--- config.mk ---
export PLATFORM = sky130hd
export DESIGN_NAME = lcd_frame_ctrl
export DESIGN_NICKNAME = d
export VERILOG_FILES = /design/src/rtl/lcd_frame_pkg.sv /design/src/rtl/lcd_frame_ctrl.sv
export VERILOG_INCLUDE_DIRS = /design/src /design/src/rtl
export SDC_FILE = /design/constraint.sdc
export NUM_CORES = 1
export LEC_CHECK = 0
export ABC_CLOCK_PERIOD_IN_PS = 7800
export BUFFER_PORTS_ARGS = -buffer_cell sky130_fd_sc_hd__buf_2
export CORE_MARGIN = 4
export CORE_UTILIZATION = 55
export CTS_CLUSTER_DIAMETER = 100
export CTS_CLUSTER_SIZE = 10
export DETAILED_ROUTE_END_ITERATION = 10
export PLACE_DENSITY_LB_ADDON = 0.3
export SLEW_MARGIN = 20
export SYNTH_ARGS = -nofsm -noshare
export SYNTH_HDL_FRONTEND = slang
export SYNTH_SLANG_ARGS = --single-unit
--- constraint.sdc ---
create_clock -name core_clk -period 7.8 [get_ports core_clk]
set_input_delay 1.17 -clock core_clk [delete_from_list [all_inputs] [get_ports core_clk]]
set_output_delay 1.17 -clock core_clk [all_outputs]
set_load 0.02 [all_outputs]
--- src/rtl/lcd_frame_defs.svh ---
// register map, field positions, reset values and timing constants of the lcd frame control
`ifndef LCD_FRAME_DEFS_SVH
`define LCD_FRAME_DEFS_SVH

// ==========================================================
// register offsets
`define MAIN_CONFIG_ADDR 8'h95
`define BLINK_CLOCK_ADDR 8'h96
`define SCREEN_CTRL_ADDR 8'hB1
`define IRQ_STATUS_ADDR 8'hB2
`define IRQ_MASK_ADDR 8'hB3

// ==========================================================
// reset values
`define MAIN_CONFIG_RESET 8'h01
`define BLINK_CLOCK_RESET 8'h00
`define SCREEN_CTRL_RESET 8'h00
`define IRQ_RESET 3'h0

// ==========================================================
// field codes
`define MUX_2X 2'h1
`define MUX_3X 2'h2
`define MUX_4X 2'h3
`define BLINK_SRC_OFF 2'h0
`define BLINK_SRC_ON 2'h1
`define BLINK_SRC_2HZ 2'h2
`define BLINK_SRC_RATE 2'h3
`define IRQ_FRAME_BIT 0
`define IRQ_UPDATE_BIT 1
`define IRQ_ROTATE_BIT 2

// ==========================================================
// timing
`define CORE_CLK_HZ 40000000
`define LCD_CLK_HZ 2048
`define LCD_TICK_CYCLES (`CORE_CLK_HZ / `LCD_CLK_HZ)
`define QUARTER_SEC_TICKS 10'h200
`define DIV_CODE_ZERO_N 8'h20
`define DIV_MULT_2X 8'h04
`define DIV_MULT_3X4X 8'h02
`define DIV_MIN_3X 8'h06

`endif

--- src/rtl/lcd_frame_pkg.sv ---
// types shared by the lcd frame control
package lcd_frame_pkg;

  typedef struct packed {
    logic lcd_enable;
    logic clear_data;
    logic blink_enable;
    logic sleep_off;
    logic clock_select;
    logic bias_third;
    logic [1:0] multiplex_level;
  } main_config_t;

  typedef struct packed {
    logic [1:0] blink_source;
    logic [1:0] blink_rate_code;
    logic [3:0] frame_divider_code;
  } blink_clock_t;

  typedef struct packed {
    logic auto_screen_rotate;
    logic frame_invert_enable;
    logic [1:0] reserved;
    logic [1:0] screen_pick;
    logic update_done_flag;
    logic memory_hold;
  } screen_ctrl_t;

  typedef enum logic [1:0] {MEM_IN_USE, MEM_HELD, MEM_WAIT_FRAME} mem_state_t;

endpackage : lcd_frame_pkg

--- src/rtl/lcd_frame_ctrl.sv ---
// lcd screen rotation, blink and frame timing control with register port
//
// Behaviour
// RQ1 - auto-rotate set: cycle displayed screen through all four memories in turn
// RQ2 - rotation interval comes from the blink-rate code field
// RQ3 - blink enable plus auto-rotate: rotate, do not blink
// RQ4 - frame invert enable toggles polarity every other frame; clear means none
// RQ5 - software keeps the two reserved screen-control bits at zero
// RQ6 - screen-pick field selects which of screens 0 to 3 drives pins
// RQ7 - hardware sets update-done once memory is taken back and frame started
// RQ8 - memory hold set: display stops using data registers, cpu may rewrite
// RQ9 - after hold clears, data registers used again from next frame boundary
// RQ10 - blink source 00: software timing, display held off
// RQ11 - blink source 01: software timing, display held on
// RQ12 - blink source 10: display blinks at 2 Hz
// RQ13 - blink source 11: blink rate from blink-rate code
// RQ14 - blink-rate code: 1, 1/2, 1/3, 1/4 Hz, only with source 11
// RQ15 - 4-bit frame divider code, reset zero, sets drive and frame rate
// RQ16 - drive 2048/(4n) for 2x, 2048/(2n) for 3x/4x, 3x capped, code 0 is n=32
// RQ17 - frame rate is drive frequency divided by multiplex level
// RQ18 - blink enable bit in main config turns blinking on
// RQ19 - multiplex code 01 2x, 10 3x, 11 4x, 00 reserved
//
// The address-and-strobe port was left to the implementer.
`timescale 1ns/1ps
`include "lcd_frame_defs.svh"

module lcd_frame_ctrl
  import lcd_frame_pkg::*;
#(
  parameter int unsigned LCD_TICK_CYCLES = `LCD_TICK_CYCLES
) (
  input wire logic core_clk,
  input wire logic rst_b,
  input wire logic [7:0] reg_addr,
  input wire logic [7:0] reg_wdata,
  input wire logic reg_wr,
  input wire logic reg_rd,
  output logic [7:0] reg_rdata,
  output logic [1:0] display_screen_q,
  output logic display_on_q,
  output logic frame_invert_q,
  output logic [1:0] com_phase_q,
  output logic frame_start_q,
  output logic data_in_use_q,
  output logic irq_q
);

  // ==========================================================
  // registers
  main_config_t main_q;
  blink_clock_t clk_q;
  screen_ctrl_t ctrl_q;
  logic [2:0] irq_status_q;
  logic [2:0] irq_status_d;
  logic [2:0] irq_mask_q;
  logic [2:0] irq_event;
  logic update_set;
  logic rotate_pulse;
  logic frame_edge;

  always_ff @(posedge core_clk) begin
    if (!rst_b) begin
      main_q <= `MAIN_CONFIG_RESET;
      clk_q <= `BLINK_CLOCK_RESET; // RQ15
      irq_mask_q <= `IRQ_RESET;
    end else if (reg_wr) begin
      if (reg_addr == `MAIN_CONFIG_ADDR) begin
        main_q <= reg_wdata;
      end
      if (reg_addr == `BLINK_CLOCK_ADDR) begin
        clk_q <= reg_wdata;
      end
      if (reg_addr == `IRQ_MASK_ADDR) begin
        irq_mask_q <= reg_wdata[2:0];
      end
    end
  end

  // update-done: hardware set wins over a software write of zero
  always_ff @(posedge core_clk) begin
    if (!rst_b) begin
      ctrl_q <= `SCREEN_CTRL_RESET;
    end else begin
      if (reg_wr && reg_addr == `SCREEN_CTRL_ADDR) begin
        ctrl_q.auto_screen_rotate <= reg_wdata[7];
        ctrl_q.frame_invert_enable <= reg_wdata[6];
        ctrl_q.reserved <= reg_wdata[5:4];
        ctrl_q.screen_pick <= reg_wdata[3:2];
        ctrl_q.memory_hold <= reg_wdata[0];
        if (!reg_wdata[1]) begin
          ctrl_q.update_done_flag <= 1'b0;
        end
      end
      if (update_set) begin
        ctrl_q.update_done_flag <= 1'b1; // RQ7
      end
    end
  end

  // ==========================================================
  // interrupt status, cleared by read, set wins
  assign irq_event = {rotate_pulse, update_set, frame_edge};

  always_comb begin
    irq_status_d = irq_status_q;
    if (reg_rd && reg_addr == `IRQ_STATUS_ADDR) begin
      irq_status_d = 3'h0;
    end
    irq_status_d = irq_status_d | irq_event;
  end

  always_ff @(posedge core_clk) begin
    if (!rst_b) begin
      irq_status_q <= `IRQ_RESET;
      irq_q <= 1'b0;
    end else begin
      irq_status_q <= irq_status_d;
      irq_q <= |(irq_status_d & irq_mask_q);
    end
  end

  // ==========================================================
  // read port, data in the cycle after the strobe
  always_ff @(posedge core_clk) begin
    if (!rst_b) begin
      reg_rdata <= 8'h00;
    end else if (reg_rd) begin
      unique case (reg_addr)
        `MAIN_CONFIG_ADDR: reg_rdata <= main_q;
        `BLINK_CLOCK_ADDR: reg_rdata <= clk_q;
        `SCREEN_CTRL_ADDR: reg_rdata <= ctrl_q;
        `IRQ_STATUS_ADDR: reg_rdata <= {5'h00, irq_status_q};
        `IRQ_MASK_ADDR: reg_rdata <= {5'h00, irq_mask_q};
        default: reg_rdata <= 8'h00;
      endcase
    end else begin
      reg_rdata <= 8'h00;
    end
  end

  // ==========================================================
  // 2048 Hz enable from the core clock
  logic [31:0] pre_cnt_q;
  logic lcd_tick;

  assign lcd_tick = (pre_cnt_q == LCD_TICK_CYCLES - 1);

  always_ff @(posedge core_clk) begin
    if (!rst_b || lcd_tick) begin
      pre_cnt_q <= 32'h0;
    end else begin
      pre_cnt_q <= pre_cnt_q + 32'h1;
    end
  end

  // ==========================================================
  // drive frequency divider and common phase
  logic [7:0] div_n;
  logic [7:0] divisor;
  logic [7:0] div_cnt_q;
  logic [1:0] last_phase;
  logic drive_tick;

  always_comb begin
    div_n = (clk_q.frame_divider_code == 4'h0) ? `DIV_CODE_ZERO_N
          : {4'h0, clk_q.frame_divider_code} + 8'h01; // RQ16
    if (main_q.multiplex_level == `MUX_3X || main_q.multiplex_level == `MUX_4X) begin
      divisor = 8'(div_n * `DIV_MULT_3X4X); // RQ16
    end else begin
      divisor = 8'(div_n * `DIV_MULT_2X); // RQ16
    end
    if (main_q.multiplex_level == `MUX_3X && divisor < `DIV_MIN_3X) begin
      divisor = `DIV_MIN_3X; // RQ16
    end
  end

  // reserved code 00 runs like 2x so the panel never sees a stuck common
  always_comb begin
    unique case (main_q.multiplex_level)
      `MUX_3X: last_phase = 2'h2; // RQ19
      `MUX_4X: last_phase = 2'h3; // RQ19
      default: last_phase = 2'h1; // RQ19
    endcase
  end

  assign drive_tick = lcd_tick && (div_cnt_q >= divisor - 8'h01);
  assign frame_edge = drive_tick && (com_phase_q >= last_phase); // RQ17

  always_ff @(posedge core_clk) begin
    if (!rst_b) begin
      div_cnt_q <= 8'h00;
    end else if (drive_tick) begin
      div_cnt_q <= 8'h00;
    end else if (lcd_tick) begin
      div_cnt_q <= div_cnt_q + 8'h01;
    end
  end

  always_ff @(posedge core_clk) begin
    if (!rst_b) begin
      com_phase_q <= 2'h0;
      frame_start_q <= 1'b0;
    end else begin
      frame_start_q <= frame_edge;
      if (frame_edge) begin
        com_phase_q <= 2'h0; // RQ17
      end else if (drive_tick) begin
        com_phase_q <= com_phase_q + 2'h1;
      end
    end
  end

  // ==========================================================
  // frame inversion
  always_ff @(posedge core_clk) begin
    if (!rst_b || !ctrl_q.frame_invert_enable) begin
      frame_invert_q <= 1'b0; // RQ4
    end else if (frame_edge) begin
      frame_invert_q <= !frame_invert_q; // RQ4
    end
  end

  // ==========================================================
  // quarter-second time base for blink and rotation
  logic [9:0] qtr_cnt_q;
  logic qtr_tick;
  logic [3:0] blink_cnt_q;
  logic [3:0] rot_cnt_q;
  logic [3:0] blink_half;
  logic [3:0] rot_period;
  logic blink_phase_q;
  logic blink_2hz_q;

  assign qtr_tick = lcd_tick && (qtr_cnt_q == `QUARTER_SEC_TICKS - 10'h001);
  // half period 2,4,6,8 quarters gives 1, 1/2, 1/3, 1/4 Hz
  assign blink_half = {1'b0, clk_q.blink_rate_code, 1'b0} + 4'h2; // RQ14
  // one screen per full blink period of the rate code
  assign rot_period = {clk_q.blink_rate_code, 2'h0} + 4'h4; // RQ2
  assign rotate_pulse = ctrl_q.auto_screen_rotate && qtr_tick
                        && (rot_cnt_q >= rot_period - 4'h1);

  always_ff @(posedge core_clk) begin
    if (!rst_b || (lcd_tick && qtr_tick)) begin
      qtr_cnt_q <= 10'h000;
    end else if (lcd_tick) begin
      qtr_cnt_q <= qtr_cnt_q + 10'h001;
    end
  end

  always_ff @(posedge core_clk) begin
    if (!rst_b) begin
      blink_cnt_q <= 4'h0;
      blink_phase_q <= 1'b1;
      blink_2hz_q <= 1'b1;
    end else if (qtr_tick) begin
      blink_2hz_q <= !blink_2hz_q; // RQ12
      if (blink_cnt_q >= blink_half - 4'h1) begin
        blink_cnt_q <= 4'h0;
        blink_phase_q <= !blink_phase_q; // RQ13
      end else begin
        blink_cnt_q <= blink_cnt_q + 4'h1;
      end
    end
  end

  always_ff @(posedge core_clk) begin
    if (!rst_b || !ctrl_q.auto_screen_rotate) begin
      rot_cnt_q <= 4'h0;
    end else if (rotate_pulse) begin
      rot_cnt_q <= 4'h0;
    end else if (qtr_tick) begin
      rot_cnt_q <= rot_cnt_q + 4'h1;
    end
  end

  // ==========================================================
  // screen selection; rotation starts from the screen shown before it, a pick written with the rotate bit is not used
  always_ff @(posedge core_clk) begin
    if (!rst_b) begin
      display_screen_q <= 2'h0;
    end else if (!ctrl_q.auto_screen_rotate) begin
      display_screen_q <= ctrl_q.screen_pick; // RQ6
    end else if (rotate_pulse) begin
      display_screen_q <= display_screen_q + 2'h1; // RQ1
    end
  end

  // ==========================================================
  // display visibility
  logic blink_visible;

  always_comb begin
    unique case (clk_q.blink_source)
      `BLINK_SRC_OFF: blink_visible = 1'b0; // RQ10
      `BLINK_SRC_ON: blink_visible = 1'b1; // RQ11
      `BLINK_SRC_2HZ: blink_visible = blink_2hz_q; // RQ12
      `BLINK_SRC_RATE: blink_visible = blink_phase_q; // RQ13
    endcase
  end

  always_ff @(posedge core_clk) begin
    if (!rst_b) begin
      display_on_q <= 1'b0;
    end else if (!main_q.blink_enable || ctrl_q.auto_screen_rotate) begin
      display_on_q <= main_q.lcd_enable; // RQ3
    end else begin
      display_on_q <= main_q.lcd_enable && blink_visible; // RQ18
    end
  end

  // ==========================================================
  // memory hold handshake
  mem_state_t mem_state_q;

  assign update_set = (mem_state_q == MEM_WAIT_FRAME) && !ctrl_q.memory_hold && frame_edge;

  // a hold set again while waiting returns straight to held
  always_ff @(posedge core_clk) begin
    if (!rst_b) begin
      mem_state_q <= MEM_IN_USE;
      data_in_use_q <= 1'b1;
    end else begin
      unique case (mem_state_q)
        MEM_IN_USE: begin
          if (ctrl_q.memory_hold) begin
            mem_state_q <= MEM_HELD;
            data_in_use_q <= 1'b0; // RQ8
          end
        end
        MEM_HELD: begin
          if (!ctrl_q.memory_hold) begin
            mem_state_q <= MEM_WAIT_FRAME;
          end
        end
        MEM_WAIT_FRAME: begin
          if (ctrl_q.memory_hold) begin
            mem_state_q <= MEM_HELD;
          end else if (frame_edge) begin
            mem_state_q <= MEM_IN_USE;
            data_in_use_q <= 1'b1; // RQ9
          end
        end
      endcase
    end
  end
endmodule : lcd_frame_ctrl

-- After elaboration in Yosys (flattened, before gate mapping)
Index checks and enable logic that the tools add are counted.
- flip-flop bits (word level): 109
- logic and storage cells: 142
- output and inout bits: 17
- input bits: 20
- muxes and demuxes: 23
- add/sub/neg operators: 13
- magnitude comparators: 5
- eq/ne operators: 21
- bitwise gates (word level): 3
- reduce and logical (&&, ||, !) cells: 43
- operators by type and width (operator ; number):
    $eq A8 B8 Y1 const B ; 5
    $pmux W8 S5 ; 1
    $add A32 B1 Y32 const B ; 1
    $eq A32 B15 Y1 const B ; 1
    $mux W8 ; 2
    $mux W2 ; 7
    $logic_and A1 B1 Y1 ; 12
    $reduce_and A2 Y1 ; 6
    $add A10 B1 Y10 const B ; 1
    $eq A10 B9 Y1 const B ; 1
    $eq A2 B2 Y1 const B ; 5
    $add A4 B1 Y4 const B ; 2
    $add A8 B1 Y8 const B ; 1
    $ge A4 B4 Y1 ; 2
    $ge A8 B8 Y1 ; 1
    $logic_not A1 Y1 ; 8
    $lt A8 B3 Y1 const B ; 1
    $ne A2 B2 Y1 const B ; 4
    $sub A4 B1 Y4 const B ; 2
    $sub A8 B1 Y8 const B ; 1
    $logic_or A1 B1 Y1 ; 6
    $mux W1 ; 6
    $mux W6 ; 1
    $pmux W2 S3 ; 1
    23 further kinds ; 30

-- Logic depth before layout (Yosys ltp)
Gate-level depths: netlist of run 1.
- depth after elaboration: 14
- mapped depth: 18
- gate-level depth less buffers: 16

-- Least setup slack after synthesis of run 1
OpenSTA, ideal clock, no wires.
- path type: register to register
- start point: register clk_q[0] (netlist name)
- end point: register data_in_use_q
- cell stages (with the launch flop): 19
- data arrival time: 3623 ps
- setup slack: 4034 ps
- clock period less this slack: 3766 ps
- data required time: 7656 ps
- buffers on the path: 2
- setup time: 144 ps
- cells stage by stage: dfxtp_1 > clkbuf_1 > inv_1 > ha_1 > nor2b_1 > o21a_1 > nand4_1 > o21ai_0 > a22oi_1 > ha_1 > o211ai_1 > o211a_1 > a31oi_1 > ha_1 > o2111a_1 > a221oi_1 > or3_1 > clkbuf_1 > o2111ai_1
- cells in the longest elaborated chain, start to end: 12
- elaborated cells on any way between the ends: 13
- classes of those cells: 2 x add/sub; 2 x order compare; 1 x eq/ne; 3 x mux; 5 x reduce/logical
- RTL lines (item ; RTL line ; source):
    from (decl) ; lcd_frame_ctrl.sv:52 ; blink_clock_t clk_q;
    from (signal assigned) ; lcd_frame_ctrl.sv:65 ; clk_q <= `BLINK_CLOCK_RESET;
    from (signal assigned) ; lcd_frame_ctrl.sv:72 ; clk_q <= reg_wdata;
    $add A4 B1 Y5 / $logic_not A4 Y1 (equally long branches) ; lcd_frame_ctrl.sv:167, lcd_frame_ctrl.sv:166 ;
    $mux W6 (*) ; lcd_frame_ctrl.sv:166 ; div_n = (clk_q.frame_divider_code == 4'h0) ? `DIV_CODE_ZERO_N
    $mux W8 (*) ; lcd_frame_ctrl.sv:168 ; if (main_q.multiplex_level == `MUX_3X || main_q.multiplex_level == `MUX_4X) begin
    $lt A8 B3 Y1 (no source line) ; -- ;
    $logic_and A1 B1 Y1 (no source line) ; -- ;
    $mux W8 (*) ; lcd_frame_ctrl.sv:173 ; if (main_q.multiplex_level == `MUX_3X && divisor < `DIV_MIN_3X) begin
    $sub A8 B1 Y8 (*) ; lcd_frame_ctrl.sv:187 ; assign drive_tick = lcd_tick && (div_cnt_q >= divisor - 8'h01);
    $ge A8 B8 Y1 (*) ; lcd_frame_ctrl.sv:187 ;
    $logic_and A1 B1 Y1 (*) ; lcd_frame_ctrl.sv:187 ;
    $logic_and A1 B1 Y1 (*) ; lcd_frame_ctrl.sv:188 ; assign frame_edge = drive_tick && (com_phase_q >= last_phase);
    $ne A2 B2 Y1 (no source line) (*) ; -- ;
    $reduce_and A4 Y1 (no source line) (*) ; -- ;
    to (signal assigned) ; lcd_frame_ctrl.sv:322 ; data_in_use_q <= 1'b1;
    to (signal assigned) ; lcd_frame_ctrl.sv:328 ; data_in_use_q <= 1'b0;
    to (signal assigned) ; lcd_frame_ctrl.sv:341 ; data_in_use_q <= 1'b1;
    to (decl) ; lcd_frame_ctrl.sv:45 ; output logic data_in_use_q,
Mark *: on every way between the ends. The rest lies on a longest branch, timed or not.
A chain may end at the register's enable or synchronous reset.

-- Final worst setup path of run 1
Ends and elaborated chain as after synthesis.

==> results.md, run 1 <==
- The instance count along the most critical hold path is 2.
- The total of cells resized after clock tree synthesis is 0.
- Of the synthesized area, sequential elements account for 0.401.
- TritonCTS built the clock tree.
- The post-layout net count is 722.
- The flow ran to the end, and the final reports show no timing, DRC or antenna violations.
- Entering global routing, the biggest net connects 43 pins.
- Buffers inserted to repair hold after CTS numbered 0.
- The number of global-route vias before repair is about 4300.
- The count of buffers inserted at the top-level ports is 36.
- The buffers inserted during post-CTS setup optimization is 0.
- The initial antenna violation count came to 0.
- The most numerous cell in the Yosys netlist is sky130_fd_sc_hd__dfxtp_1.
- For hold timing, the worst endpoint is blink_cnt_q[3]$_SDFFE_PN0P_.
- The element type at the critical path start is a register.
- Of the available clock period, the critical path in the final layout requires 0.535.
- The most area-hungry cell type in the Yosys netlist is sky130_fd_sc_hd__dfxtp_1.
- The number of top-level pins is 37.
- After synthesis, the most frequently instantiated cells are 109 x sky130_fd_sc_hd__dfxtp_1, 73 x sky130_fd_sc_hd__nand2_1, 69 x sky130_fd_sc_hd__nor2_1, 58 x sky130_fd_sc_hd__nand3_1, 51 x sky130_fd_sc_hd__a21oi_1.
- The worst setup slack for register-to-register paths is roughly 3.6 ns.
- The clock passes through at most 2 buffers.
- The number of iterations in the first detailed-routing pass is 7.
- In this run, distinct cell masters in the synthesized netlist total 60.
- Counting the fill cells in the layout gives 854.
- Across the routed clock network, the largest skew measured is 0.0193 ns.
- By area the synthesized netlist is led by sky130_fd_sc_hd__dfxtp_1 40%, sky130_fd_sc_hd__xnor2_1 5.6%, sky130_fd_sc_hd__nand3_1 5.3%, sky130_fd_sc_hd__ha_1 5.1%, sky130_fd_sc_hd__nand2_1 5.0%.
- After detailed routing, the average wire length per cell comes to around 15 µm.
- Synthesis produced a netlist with a net count of 700.
- The terminus of the critical flop-to-flop path is data_in_use_q$_SDFFE_PN1P_.
- The sum of negative setup slack is 0 ns.
- The final RePlAce weighted congestion is 0.858.
- The routed design could run at a clock period as short as between 4 and 5 ns.
- The max-cap violation count is 0.
- The number of setup violations in the final report is 0.
- The first global-routing pass estimated around 21000 µm of wire.
- Yosys printed 0 warnings.
- The synthesized area per cell is 8.27 µm².
- The number of antenna diodes in the final layout is 0.
- For this run, the total global-route usage over all layers was measured as 0.221.
- Once detail routing completed, the nets flagged for antenna violations numbered 0.
- The sequential cell area is 0.00218 mm².
- Derived from the worst setup path, the maximum achievable clock frequency is 240 MHz.
- At the end of the flow the core is filled with cells to 0.611.
- In this run the most critical hold path is launched from blink_cnt_q[3]$_SDFFE_PN0P_.
- Data on the critical path is required at its endpoint by between 8 and 9 ns.
- The core area is about 0.0097 mm².
- The start of the worst register-to-register path is clk_q[0]$_SDFFE_PN0P_.
- The die boundary height is roughly 110 µm.
- The total wire length is 12200 µm.
- The number of max-slew violations in the final report is 0.
- The count of flip-flops with a built-in enable after synthesis is 0.
- The mapped cell area is around 0.0054 mm².
- In this run, synthesis produced a sequential element count of approximately 110.
- The detailed-placement wirelength estimate is about 8700 µm.
- The filler-free cell count of the finished design is a little over 800.
- Measured along the x axis, the die boundary spans 107 µm.
- Of the cells placed in the final design, the portion with a size suffix greater than 1 is 0.102.
- The die footprint is between 0.01 and 0.015 mm².
- Setup repair after global routing left no endpoint under its margin.
- The critical setup path kind is register to register.
- The gate count of the mapped netlist is ~660.
- The site row count is 36.
- Of all nets on the critical path, the largest fanout is 13.
- Data arrives at the worst endpoint at 4.41 ns.
- For this design, the sink count on the clock tree is about 110.
- The area growth from synthesis to layout is 8.76%.
- The cell sitting at the root of the clock tree is a sky130_fd_sc_hd__clkbuf_8.
- The area share of the largest cell type after synthesis is 0.401.
- The proportion of register bits with asynchronous set or reset after synthesis is 0.
- The final hold violation count is 0.
- STA classifies the critical path endpoint as a register.
- The reported leakage power is approximately 2.0 nW.
- Measured in cells, the most critical reg-to-reg path has a length of 16.
- The most frequently used flop master after synthesis is sky130_fd_sc_hd__dfxtp_1.
- The final route contains 4781 vias.
- The worst-case IR drop observed on VDD is around 0.00017 V.
- The total power of the final layout is between 0.9 and 1 mW.
- The slew of the pin with the lowest slew margin is about 1.0 ns.
- The number of instances in the placed design is approximately 800.
- The headroom to the max-slew limit is 0.316.
- The starting density of the core is 0.562.
- The number of design rule violations left after detail routing is 0.
- In the final layout, the multi-input gates occupy 0.00308 mm².
- The clock latency on the worst-skew pair is roughly 0.39 ns.
- Power spread over the standard cell area amounts to 159 mW/mm².
- The maximum level of the CTS H-tree is 3.
- The via density per instance is 5.84.
- Clock-pin slew was measured on the worst setup and hold paths at roughly 0.12 ns.
- The total clock buffers created by CTS is 9.
- After global routing the overflow that remains totals 0.
- The type of the worst min-delay path is register to register.
- The initial detailed-routing violation count is 396.
[registers in the layout, summed over array words and instances (netlist names), 3 cells and up]
name          cells
irq_mask_q        3
irq_status_q      3
rot_cnt_q         4
div_cnt_q         8
pre_cnt_q        32
reg_rdata         8
ctrl_q            8
qtr_cnt_q        10
blink_cnt_q       4
clk_q             8
main_q            8
[placed cells by master, fill, tap and decap left out, types with 12 or more instances in the layout]
| cell type | instances |
|---|---|
| sky130_fd_sc_hd__dfxtp_1 | 109 |
| sky130_fd_sc_hd__a21oi_1 | 51 |
| sky130_fd_sc_hd__buf_2 | 36 |
| sky130_fd_sc_hd__nor3_1 | 18 |
| sky130_fd_sc_hd__nand2_1 | 73 |
| sky130_fd_sc_hd__nand4_1 | 14 |
| sky130_fd_sc_hd__nor2_1 | 69 |
| sky130_fd_sc_hd__inv_1 | 16 |
| sky130_fd_sc_hd__nand3_1 | 58 |
| sky130_fd_sc_hd__nand2b_1 | 12 |
| sky130_fd_sc_hd__o21ai_0 | 17 |
| sky130_fd_sc_hd__ha_1 | 22 |
| sky130_fd_sc_hd__xnor2_1 | 35 |
| sky130_fd_sc_hd__nor4_1 | 13 |
| sky130_fd_sc_hd__xor2_1 | 14 |
[metrics by stage]
stage          instance area (µm²)  hold WS (ns)  worst slack, ns
2_1_floorplan                 5440         0.432             4.03
3_3_place_gp                  5710         0.439             3.88
3_5_place_dp                  5710         0.447             3.67
4_1_cts                       5920         0.464             3.65
5_1_grt                       5920         0.493             3.16
6_report                      5920         0.460             3.63
[report_power, final]
| group | switching, mW | internal [mW] |
|---|---|---|
| clock | 0.222 | 0.130 |
| combinational | 0.0186 | 0.00778 |
| sequential | 0.00235 | 0.558 |
[how the worst max path moves through the flow]
| stage | from | end | slack [ns] | depth (start not counted) |
|---|---|---|---|---|
| after floorplan | clk_q[0]$_SDFFE_PN0P_ | data_in_use_q$_SDFFE_PN1P_ | 4.03 | 18 |
| after global placement | clk_q[0]$_SDFFE_PN0P_ | data_in_use_q$_SDFFE_PN1P_ | 3.88 | 16 |
| after detailed placement | clk_q[0]$_SDFFE_PN0P_ | data_in_use_q$_SDFFE_PN1P_ | 3.67 | 16 |
| after CTS | clk_q[0]$_SDFFE_PN0P_ | data_in_use_q$_SDFFE_PN1P_ | 3.65 | 16 |
| after global routing | clk_q[0]$_SDFFE_PN0P_ | div_cnt_q[2]$_SDFFE_PP0P_ | 3.16 | 16 |
| final | clk_q[0]$_SDFFE_PN0P_ | data_in_use_q$_SDFFE_PN1P_ | 3.63 | 16 |
[layout make-up]
| class | count | share of cell area |
|---|---|---|
| tap | 133 | 0.0281 |
| sequential | 109 | 0.369 |
| clock inverter | 7 | 0.0144 |
| multi-input combinational | 503 | 0.521 |
| timing repair buffer | 40 | 0.0355 |
| clock buffer | 9 | 0.0209 |
| inverter | 17 | 0.0108 |
[cell families (layout without fill, tap and decap cells)]
logic type | Yosys count | after routing | synth area share
xor+xnor | 49 | 49 | 0.0789
flops | 109 | 109 | 0.401
compound gates | 118 | 118 | 0.136
simple gates | 313 | 313 | 0.299
mux | 1 | 1 | 0.00184
fa+ha+maj | 22 | 22 | 0.0506
buf+inv | 46 | 73 | 0.0317
[routing by layer]
metal,GRT usage,up-vias,share of wire
met4,0.0469,0,0.0073
met3,0.0582,10,0.057
met5,0,-,0
met2,0.346,114,0.47
met1,0.307,2240,0.47
li1,-,2417,-
[worst max-delay path: stages (launching register included)]
cell	delay [ns]
sky130_fd_sc_hd__dfxtp_1	0.60
sky130_fd_sc_hd__inv_1	0.14
sky130_fd_sc_hd__ha_1	0.24
sky130_fd_sc_hd__nor2b_1	0.16
sky130_fd_sc_hd__o21a_1	0.24
sky130_fd_sc_hd__nand4_1	0.10
sky130_fd_sc_hd__o21ai_0	0.09
sky130_fd_sc_hd__a22oi_1	0.18
sky130_fd_sc_hd__ha_1	0.21
sky130_fd_sc_hd__o211ai_1	0.15
sky130_fd_sc_hd__o211a_1	0.25
sky130_fd_sc_hd__a31oi_1	0.14
sky130_fd_sc_hd__ha_1	0.26
sky130_fd_sc_hd__o2111a_1	0.12
sky130_fd_sc_hd__a221oi_1	0.67
sky130_fd_sc_hd__or3_1	0.31
sky130_fd_sc_hd__o2111ai_1	0.16
Power figures use the tool's default switching activity.
==> inputs of run 2 (changes only) <==
--- a/config.mk
+++ b/config.mk
@@ -6,7 +6,7 @@
 export SDC_FILE = /design/constraint.sdc
 export NUM_CORES = 1
 export LEC_CHECK = 0
-export ABC_CLOCK_PERIOD_IN_PS = 7800
+export ABC_CLOCK_PERIOD_IN_PS = 3700
 export BUFFER_PORTS_ARGS = -buffer_cell sky130_fd_sc_hd__buf_2
 export CORE_MARGIN = 4
 export CORE_UTILIZATION = 55
==> constraint.sdc (replaced) <==
create_clock -name core_clk -period 3.7 [get_ports core_clk]
set_input_delay 0.555 -clock core_clk [delete_from_list [all_inputs] [get_ports core_clk]]
set_output_delay 0.555 -clock core_clk [all_outputs]
set_load 0.02 [all_outputs]
==> run 2 against run 1 <==
  * Utilization rose by 0.90 points
  * Non-clock buffer count rose by 7
  * Clock-buffer cell count grew 1
  * Worst setup slack worse by 3.4 ns
  * Largest power group unchanged
==> results.md, run 2 (synthesized netlist as in run 1, its figures left out) <==
- The total clock buffers created by CTS was 9 (unchanged).
- The reported leakage power came to 2.07 nW (was 2.04 nW).
- The ratio of cells with drive above 1 in the final layout is 0.120 (was 0.102).
- The number of iterations in the first detailed-routing pass is 5 (was 7).
- The maximum ir drop on the vdd rail is 0.000208 V (was 0.000166 V).
- The highest metal layer with signal wires was met4 (unchanged).
- The arrival time at the worst endpoint came to 3.79 ns (was 4.41 ns).
- The initial antenna violation count was 0 (unchanged).
- The maximum fanout along the worst path is 8 (was 13).
- The total wire length came to 13000 µm (was 12200 µm).
- The maximum clock skew at final layout is 0.00989 ns (was 0.0193 ns).
- The filler-free cell count of the finished design is 825 (was 818).
- The number of design rule violations left after detail routing is 0 (unchanged).
- The number of global-route vias before repair is 4669 (was 4331).
- The routed via count came to 4960 (was 4781).
- Registers with the most flip-flops: pre_cnt_q x32, qtr_cnt_q x10 (unchanged).
- The detailed-placement wirelength estimate is 9260 µm (was 8680 µm).
- The number of max-slew violations in the final report came to 0 (unchanged).
- The maximum level of the CTS H-tree is 3 (unchanged).
- The clock network power share is 0.375 (about the same).
- The wire length on met1 is 5870 µm (was 5750 µm).
- The maximum clock rate is 288 MHz (was 240 MHz).
- The largest register by flop count is pre_cnt_q (unchanged).
- The global-route usage over all layers came to 0.232 (was 0.221).
- The post-layout net count is 729 (was 722).
- The number of setup violations in the final report is 0 (unchanged).
- The met2 layer wire length in the routed design is 6110 µm (was 5690 µm).
- The cell area after placement is 0.00576 mm² (was 0.00571 mm²).
- The share of the clock period used by the worst path is 0.937 (was 0.535).
- The final hold violation count is 0 (unchanged).
- The slew of the pin with the lowest slew margin is 1.04 ns (was 1.02 ns).
- The final RePlAce weighted congestion is 0.893 (was 0.858).
- The global-route wire length before repair was 21900 µm (was 20900 µm).
- The routed wirelength normalized by instance count is 15.7 µm (was 15.0 µm).
- The element type at the critical path start is a register (unchanged).
- The headroom to the max-slew limit is 0.304 (was 0.316).
- The internal cell power is 1.51 mW (was 0.696 mW).
- The power per unit of standard cell area was 330 mW/mm² (was 159 mW/mm²).
- Run status: finished, final reports clean (unchanged).
- The cell at the root of the clock tree is sky130_fd_sc_hd__clkbuf_8 (unchanged).
- The number of instances in the placed design came to 808 (was 802).
- The clock transition at the registers of the reported paths is 0.11 ns (was 0.12 ns).
- The sequential cell fraction of total power was 0.596 (about the same).
- The worst path required time is 4.02 ns (was 8.04 ns).
- The area of all placed cells without fillers was 0.00600 mm² (was 0.00592 mm²).
- The site row count is 36 (unchanged).
- The worst hold slack is 0.447 ns (was 0.460 ns).
- The kind of capture point of the worst setup path was a register (unchanged).
- The starting density of the core is 0.562 (unchanged).
- The minimum clock period is 3.47 ns (was 4.17 ns).
- The core area is 0.00968 mm² (unchanged).
- The net switching share of the total power was 0.236 (was 0.259).
- The clock latency on the worst-skew pair was 0.38 ns (was 0.39 ns).
- The sink count of the clock tree was 109 (unchanged).
- The count of buffers inserted at the top-level ports is 36 (unchanged).
- The initial detailed-routing violation count came to 471 (was 396).
- The leading cell type in the layout, fill and taps excluded was sky130_fd_sc_hd__dfxtp_1 (unchanged).
- The number of hold buffers added after cts is 0 (unchanged).
- The number of top-level pins is 37 (unchanged).
- Most frequent cells in the layout: 107 x sky130_fd_sc_hd__dfxtp_1, 73 x sky130_fd_sc_hd__nand2_1, 69 x sky130_fd_sc_hd__nor2_1 (was 109 x sky130_fd_sc_hd__dfxtp_1, 73 x sky130_fd_sc_hd__nand2_1, 69 x sky130_fd_sc_hd__nor2_1).
- The type of the worst min-delay path was primary input to register (was register to register).
- The number of diodes added for antenna fixing is 0 (unchanged).
- The critical setup path kind is register to register (unchanged).
- The area growth from synthesis to layout is 10.4% (was 8.76%).
- The final standard cell utilization of the core is 0.620 (was 0.611).
- The TritonCTS clock tree is yes (unchanged).
- The via density per instance is 6.01 (was 5.84).
- The residual antenna-violating net count after detailed routing is 0 (unchanged).
- The die footprint is 0.0115 mm² (unchanged).
- The pin count of the biggest net entering global routing came to 33 (was 43).
- The power spent charging and discharging nets came to 0.467 mW (was 0.243 mW).
- The number of flip-flops in the largest register came to 32 (unchanged).
- The max-cap violation count is 0 (unchanged).
- The buffer levels on the longest clock path is 2 (unchanged).
- The die boundary height is 107 µm (unchanged).
- The die boundary width is 107 µm (unchanged).
- The combinational share of power is 0.029 (was 0.028).
- The length of routed met3 wiring was 802 µm (was 699 µm).
- The global-route congestion overflow total was 0 (unchanged).
run 2: cell types whose count changed in the layout (fill, tap and decap cells not counted), moves of 2 or more:
cell | before | now
sky130_fd_sc_hd__buf_4 | 4 | 10
sky130_fd_sc_hd__clkinv_8 | 2 | 0
sky130_fd_sc_hd__clkinvlp_4 | 1 | 3
sky130_fd_sc_hd__dfxtp_1 | 109 | 107
sky130_fd_sc_hd__inv_8 | 4 | 1
sky130_fd_sc_hd__o21ai_0 | 17 | 15
run 2: routing by layer:
| layer | global-route usage | up-vias |
|---|---|---|
| met3 | 0.0408 | 15 |
| met2 | 0.378 | 152 |
| met4 | 0.0703 | 0 |
| li1 | - | 2432 |
| met5 | 0 | - |
| met1 | 0.316 | 2361 |
run 2: through the flow:
stage,setup WS (ns),setup TNS [ns],power [mW]
global route,-0.0160,-0.0171,2.05
detailed placement,0.0826,0,1.26
global placement,0.207,0,1.26
finish,0.234,0,1.98
CTS,0.0526,0,1.99
floorplan,0.0610,0,1.24
run 2: final timing paths:
| check | start | endpoint | slack [ns] | cells past startpoint |
|---|---|---|---|---|
| worst max-delay path | clk_q[0]$_SDFFE_PN0P_ | div_cnt_q[1]$_SDFFE_PP0P_ | 0.23 | 17 |
| worst min-delay path | reg_wdata[6] | main_q[6]$_SDFFE_PN0P_ | 0.45 | 3 |
| worst max register to register | clk_q[0]$_SDFFE_PN0P_ | div_cnt_q[1]$_SDFFE_PP0P_ | 0.23 | 17 |
| worst min register to register | main_q[6]$_SDFFE_PN0P_ | main_q[6]$_SDFFE_PN0P_ | 0.46 | 2 |
run 2: layout make-up:
| cell class | count | area, µm² |
|---|---|---|
| Inverter | 17 | 63.8 |
| Timing Repair Buffer | 47 | 267 |
| Clock inverter | 6 | 72.6 |
| Fill cell | 882 | 3680 |
| Multi-Input combinational cell | 503 | 3120 |
| Sequential cell | 109 | 2190 |
| Tap cell | 133 | 166 |
| Clock buffer | 10 | 128 |
run 2: power by group through the flow:
| stage | logic, mW | clock network, mW | registers [mW] |
|---|---|---|---|
| floorplan | 0.0343 | 0 | 1.21 |
| global placement | 0.0548 | 0 | 1.21 |
| detailed placement | 0.0560 | 0 | 1.21 |
| CTS | 0.0562 | 0.751 | 1.18 |
| global route | 0.0634 | 0.806 | 1.18 |
| finish | 0.0574 | 0.741 | 1.18 |
run 2: what timing repair did:
item                       CTS  global route
setup endpoints to repair    0            18
resized for setup            0            12
setup buffers                0             1
run 2: critical path, stage by stage (launching register included):
cell	delay (ns)
sky130_fd_sc_hd__dfxtp_4	0.39
sky130_fd_sc_hd__inv_1	0.07
sky130_fd_sc_hd__ha_1	0.22
sky130_fd_sc_hd__nor2b_1	0.15
sky130_fd_sc_hd__o21a_1	0.24
sky130_fd_sc_hd__nand4_1	0.09
sky130_fd_sc_hd__o21ai_0	0.08
sky130_fd_sc_hd__a22oi_1	0.18
sky130_fd_sc_hd__ha_1	0.20
sky130_fd_sc_hd__o211ai_1	0.14
sky130_fd_sc_hd__o211a_1	0.25
sky130_fd_sc_hd__a31oi_2	0.15
sky130_fd_sc_hd__ha_1	0.29
sky130_fd_sc_hd__o2111a_1	0.17
sky130_fd_sc_hd__a221oi_4	0.37
sky130_fd_sc_hd__buf_6	0.16
sky130_fd_sc_hd__o21ai_2	0.11
sky130_fd_sc_hd__a21oi_1	0.15
==> inputs of run 3 (changes only) <==
--- a/config.mk
+++ b/config.mk
@@ -6,6 +6,7 @@
 export SDC_FILE = /design/constraint.sdc
 export NUM_CORES = 1
 export LEC_CHECK = 0
+export ABC_AREA = 1
 export ABC_CLOCK_PERIOD_IN_PS = 3700
 export BUFFER_PORTS_ARGS = -buffer_cell sky130_fd_sc_hd__buf_2
 export CORE_MARGIN = 4
==> run 3 against run 2 <==
  * Synthesized cell count rose by 31%
  * Combinational power grew 16%
  * Register-to-register slack improved by 0.18 ns
  * Critical path depth increased by 3
  * Die area increased by 7.6%
  * Maximum frequency is 5.5% higher
  * Clock-buffer cell count is the same
  * Sequential cell count did not move
  * Hold slack improved by 0.0017 ns
  * Global-route usage fell by 2.0 points
==> results.md, run 3 <==
- The share of the clock period used by the worst path is 0.888 (was 0.937).
- The total of cells resized after clock tree synthesis came to 0 (unchanged).
- The detailed-placement wirelength estimate is 9440 µm (was 9260 µm).
- The most frequently used flop master after synthesis was sky130_fd_sc_hd__dfxtp_1 (unchanged).
- The die boundary width is 111 µm (was 107 µm).
- The final hold violation count came to 0 (unchanged).
- Leading cell types by total area after synthesis: sky130_fd_sc_hd__dfxtp_1 37%, sky130_fd_sc_hd__nand2_1 13%, sky130_fd_sc_hd__inv_1 6.8%, sky130_fd_sc_hd__nor2_1 6.4%, sky130_fd_sc_hd__a21oi_1 6.3% (was sky130_fd_sc_hd__dfxtp_1 40%, sky130_fd_sc_hd__xnor2_1 5.6%, sky130_fd_sc_hd__nand3_1 5.3%, sky130_fd_sc_hd__ha_1 5.1%, sky130_fd_sc_hd__nand2_1 5.0%).
- The count of flip-flops with a built-in enable after synthesis was 0 (unchanged).
- The post-layout net count was 936 (was 729).
- The number of distinct library cells after synthesis was 35 (was 60).
- The pin count of the biggest net entering global routing was 43 (was 33).
- The routed wirelength normalized by instance count is 12.7 µm (was 15.7 µm).
- The initial detailed-routing violation count is 363 (was 471).
- The minimum clock period came to 3.29 ns (was 3.47 ns).
- The buffer and inverter count on the worst path is 3 (was 2).
- The largest register by flop count is pre_cnt_q (unchanged).
- The mapped cell area was 0.00588 mm² (was 0.00544 mm²).
- The reported leakage power was 2.69 nW (was 2.07 nW).
- The number of instances in the placed design is 1019 (was 808).
- The critical setup path kind is register to register (unchanged).
- The area share of the largest cell type after synthesis came to 0.371 (was 0.401).
- The maximum level of the CTS H-tree came to 3 (unchanged).
- The number of design rule violations left after detail routing came to 0 (unchanged).
- The sink count of the clock tree is 109 (unchanged).
- Registers with the most flip-flops: pre_cnt_q x32, qtr_cnt_q x10 (unchanged).
- The number of top-level pins was 37 (unchanged).
- The maximum clock rate is 304 MHz (was 288 MHz).
- The critical path's most frequent cell is sky130_fd_sc_hd__nand2_1 (was sky130_fd_sc_hd__ha_1).
- The clock transition at the registers of the reported paths is 0.11 ns (about the same).
- The die footprint came to 0.0124 mm² (was 0.0115 mm²).
- The number of flip-flops in the largest register was 32 (unchanged).
- The power per unit of standard cell area is 309 mW/mm² (was 330 mW/mm²).
- The TritonCTS clock tree is yes (unchanged).
- The proportion of register bits with asynchronous set or reset after synthesis is 0 (unchanged).
- The net count of the mapped netlist is 905 (was 700).
- The register bit count reported by yosys came to 109 (unchanged).
- The count of buffers inserted at the top-level ports is 36 (unchanged).
- The initial antenna violation count is 0 (unchanged).
- The adder and majority cell fraction of the synthesized area is 0.0468 (was 0.0506).
- The worst-case setup slack after placement was 0.410 ns (was 0.0826 ns).
- Run status: finished, final reports clean (unchanged).
- The most numerous cell in the Yosys netlist was sky130_fd_sc_hd__nand2_1 (was sky130_fd_sc_hd__dfxtp_1).
- The number of iterations in the first detailed-routing pass is 5 (unchanged).
- The compound-gate portion of the synthesized area is 0.114 (was 0.136).
- The maximum clock skew at final layout is 0.0127 ns (was 0.00989 ns).
- The maximum ir drop on the vdd rail is 0.000283 V (was 0.000208 V).
- The delay of the slowest cell on the worst path is 0.38 ns (was 0.39 ns).
- The final RePlAce weighted congestion is 0.910 (was 0.893).
- The number of diodes added for antenna fixing was 0 (unchanged).
- The max-cap violation count was 0 (unchanged).
- The arrival time at the worst endpoint is 3.59 ns (was 3.79 ns).
- The die boundary height was 111 µm (was 107 µm).
- Commonest cells post-synth: 204 x sky130_fd_sc_hd__nand2_1, 109 x sky130_fd_sc_hd__dfxtp_1, 107 x sky130_fd_sc_hd__inv_1, 100 x sky130_fd_sc_hd__nor2_1, 74 x sky130_fd_sc_hd__a21oi_1 (was 109 x sky130_fd_sc_hd__dfxtp_1, 73 x sky130_fd_sc_hd__nand2_1, 69 x sky130_fd_sc_hd__nor2_1, 58 x sky130_fd_sc_hd__nand3_1, 51 x sky130_fd_sc_hd__a21oi_1).
- The worst path required time is 4.01 ns (was 4.02 ns).
- The final standard cell utilization of the core is 0.613 (was 0.620).
- The cell at the root of the clock tree is sky130_fd_sc_hd__clkbuf_8 (unchanged).
- The site row count is 37 (was 36).
- The type of the worst min-delay path is primary input to register (unchanged).
- The global-route wire length before repair is 22100 µm (was 21900 µm).
- The clock latency on the worst-skew pair is 0.39 ns (was 0.38 ns).
- The routed via count came to 5463 (was 4960).
- The gate family responsible for the most delay along the worst path is simple AND/OR/NAND/NOR gates (was compound AO/OA/AOI/OAI gates).
- The most area-hungry cell type in the Yosys netlist was sky130_fd_sc_hd__dfxtp_1 (unchanged).
- The filler-free cell count of the finished design is 1035 (was 825).
- The global-route usage over all layers is 0.212 (was 0.232).
- The number of global-route vias before repair is 4801 (was 4669).
- The ratio of cells with drive above 1 in the final layout is 0.0890 (was 0.120).
- The maximum fanout along the worst path was 8 (unchanged).
- Sequence of cells on the critical path: inv_1 -> ha_1 -> nand2_1 -> nand3_1 -> nor2_1 -> nor2_1 -> nand2_1 -> nand2_1 -> inv_1 -> ha_1 -> nand3_1 -> xnor2_1 -> inv_1 -> ha_1 -> a21o_1 -> nor2_1 -> nand2_1 -> nand2_1 -> nand2_2 -> nor3_1 (was inv_1 -> ha_1 -> nor2b_1 -> o21a_1 -> nand4_1 -> o21ai_0 -> a22oi_1 -> ha_1 -> o211ai_1 -> o211a_1 -> a31oi_2 -> ha_1 -> o2111a_1 -> a221oi_4 -> buf_6 -> o21ai_2 -> a21oi_1).
- The number of hold buffers added after cts is 0 (unchanged).
- The global-route congestion overflow total is 0 (unchanged).
- The worst hold slack is 0.449 ns (was 0.447 ns).
- The headroom to the max-slew limit is 0.518 (was 0.304).
- The area growth from synthesis to layout is 7.99% (was 10.4%).
- The buffers inserted during post-CTS setup optimization was 0 (unchanged).
- The simple logic cell fraction of the synthesized area is 0.317 (was 0.299).
- The mux cell area share after synthesis is 0 (was 0.00184).
- The post-synthesis xor/xnor area fraction is 0.0625 (was 0.0789).
- The sequential element share of the synthesized area was 0.371 (was 0.401).
- The combinational family with the most area after synthesis was simple AND/OR/NAND/NOR gates (unchanged).
- The total clock buffers created by CTS came to 9 (unchanged).
- The sum of negative setup slack is 0 ns (unchanged).
- The synthesized area per cell came to 6.82 µm² (was 8.27 µm²).
- The highest-delay cell along the critical path is sky130_fd_sc_hd__dfxtp_1 (was sky130_fd_sc_hd__dfxtp_4).
- The total wire length is 13100 µm (was 13000 µm).
- The residual antenna-violating net count after detailed routing is 0 (unchanged).
- The least setup slack across all paths after layout is 0.414 ns (was 0.234 ns).
- The number of max-slew violations in the final report was 0 (unchanged).
- The number of setup violations in the final report is 0 (unchanged).
- The gate count of the mapped netlist is 863 (was 658).
- The total number of yosys warnings came to 0 (unchanged).
- The via density per instance is 5.28 (was 6.01).
- Most frequent cells in the layout: 203 x sky130_fd_sc_hd__nand2_1, 109 x sky130_fd_sc_hd__dfxtp_1, 107 x sky130_fd_sc_hd__inv_1 (was 107 x sky130_fd_sc_hd__dfxtp_1, 73 x sky130_fd_sc_hd__nand2_1, 69 x sky130_fd_sc_hd__nor2_1).
- The slew of the pin with the lowest slew margin is 0.724 ns (was 1.04 ns).
- The leading cell type in the layout, fill and taps excluded is sky130_fd_sc_hd__nand2_1 (was sky130_fd_sc_hd__dfxtp_1).
- The kind of capture point of the worst setup path is a register (unchanged).
- The element type at the critical path start is a register (unchanged).
- The buffer levels on the longest clock path was 2 (unchanged).
- The starting density of the core is 0.567 (was 0.562).
- The core area was 0.0104 mm² (was 0.00968 mm²).
[run 3: changes by cell type after synthesis, moves of 12 or more]
cell / before / now
sky130_fd_sc_hd__nand2_1: 73 / 204
sky130_fd_sc_hd__inv_1: 16 / 107
sky130_fd_sc_hd__nor2_1: 69 / 100
sky130_fd_sc_hd__a21oi_1: 51 / 74
sky130_fd_sc_hd__clkbuf_1: 27 / 5
sky130_fd_sc_hd__xnor2_1: 35 / 15
sky130_fd_sc_hd__o21ai_0: 17 / 36
sky130_fd_sc_hd__xor2_1: 14 / 27
sky130_fd_sc_hd__nand2b_1: 12 / 0
[run 3: worst min-delay path, stage by stage]
cell	delay (ns)
sky130_fd_sc_hd__buf_2	0.11
sky130_fd_sc_hd__nand3_1	0.07
sky130_fd_sc_hd__a21oi_1	0.06
[run 3: worst paths after layout]
kind | depth (start not counted) | slack (ns) | from | endpoint
max | 20 | 0.41 | clk_q[0]$_SDFFE_PN0P_ | div_cnt_q[2]$_SDFFE_PP0P_
min | 3 | 0.45 | reg_wdata[3] | main_q[3]$_SDFFE_PN0P_
max reg2reg | 20 | 0.41 | clk_q[0]$_SDFFE_PN0P_ | div_cnt_q[2]$_SDFFE_PP0P_
min reg2reg | 2 | 0.46 | main_q[2]$_SDFFE_PN0P_ | main_q[2]$_SDFFE_PN0P_
[run 3: layer usage]
metal | part of all wire | GRT usage | vias up
met1 | 0.49 | 0.299 | 2460
li1 | - | - | 2848
met3 | 0.053 | 0.0516 | 18
met2 | 0.44 | 0.328 | 137
met5 | 0 | 0 | -
met4 | 0.013 | 0.0543 | 0
[run 3: logic make-up after synthesis]
logic type      after synthesis
simple gates                428
buf+inv                     134
flops                       109
fa+ha+maj                    22
compound gates              128
xor+xnor                     42
[run 3: report_power, final]
group | total, mW | internal (mW) | switching, mW
Sequential | 1.18 | 1.18 | 0.00294
Clock | 0.719 | 0.276 | 0.443
Combinational | 0.0667 | 0.0200 | 0.0467
[run 3: layout make-up]
cell class                 instances  area [µm²]
inverter                         117         439
clock buffer                      10         138
clock inverter                     6        52.6
timing repair buffer              37         188
fill                             995        4020
sequential                       109        2180
multi-input combinational        620        3190
tap                              136         170
[run 3: through the flow]
stage / instance area (µm²) / total power, mW
2_1_floorplan: 5880 / 1.25
3_3_place_gp: 6160 / 1.27
5_1_grt: 6350 / 2.04
6_report: 6350 / 1.96
4_1_cts: 6350 / 1.98
3_5_place_dp: 6160 / 1.27
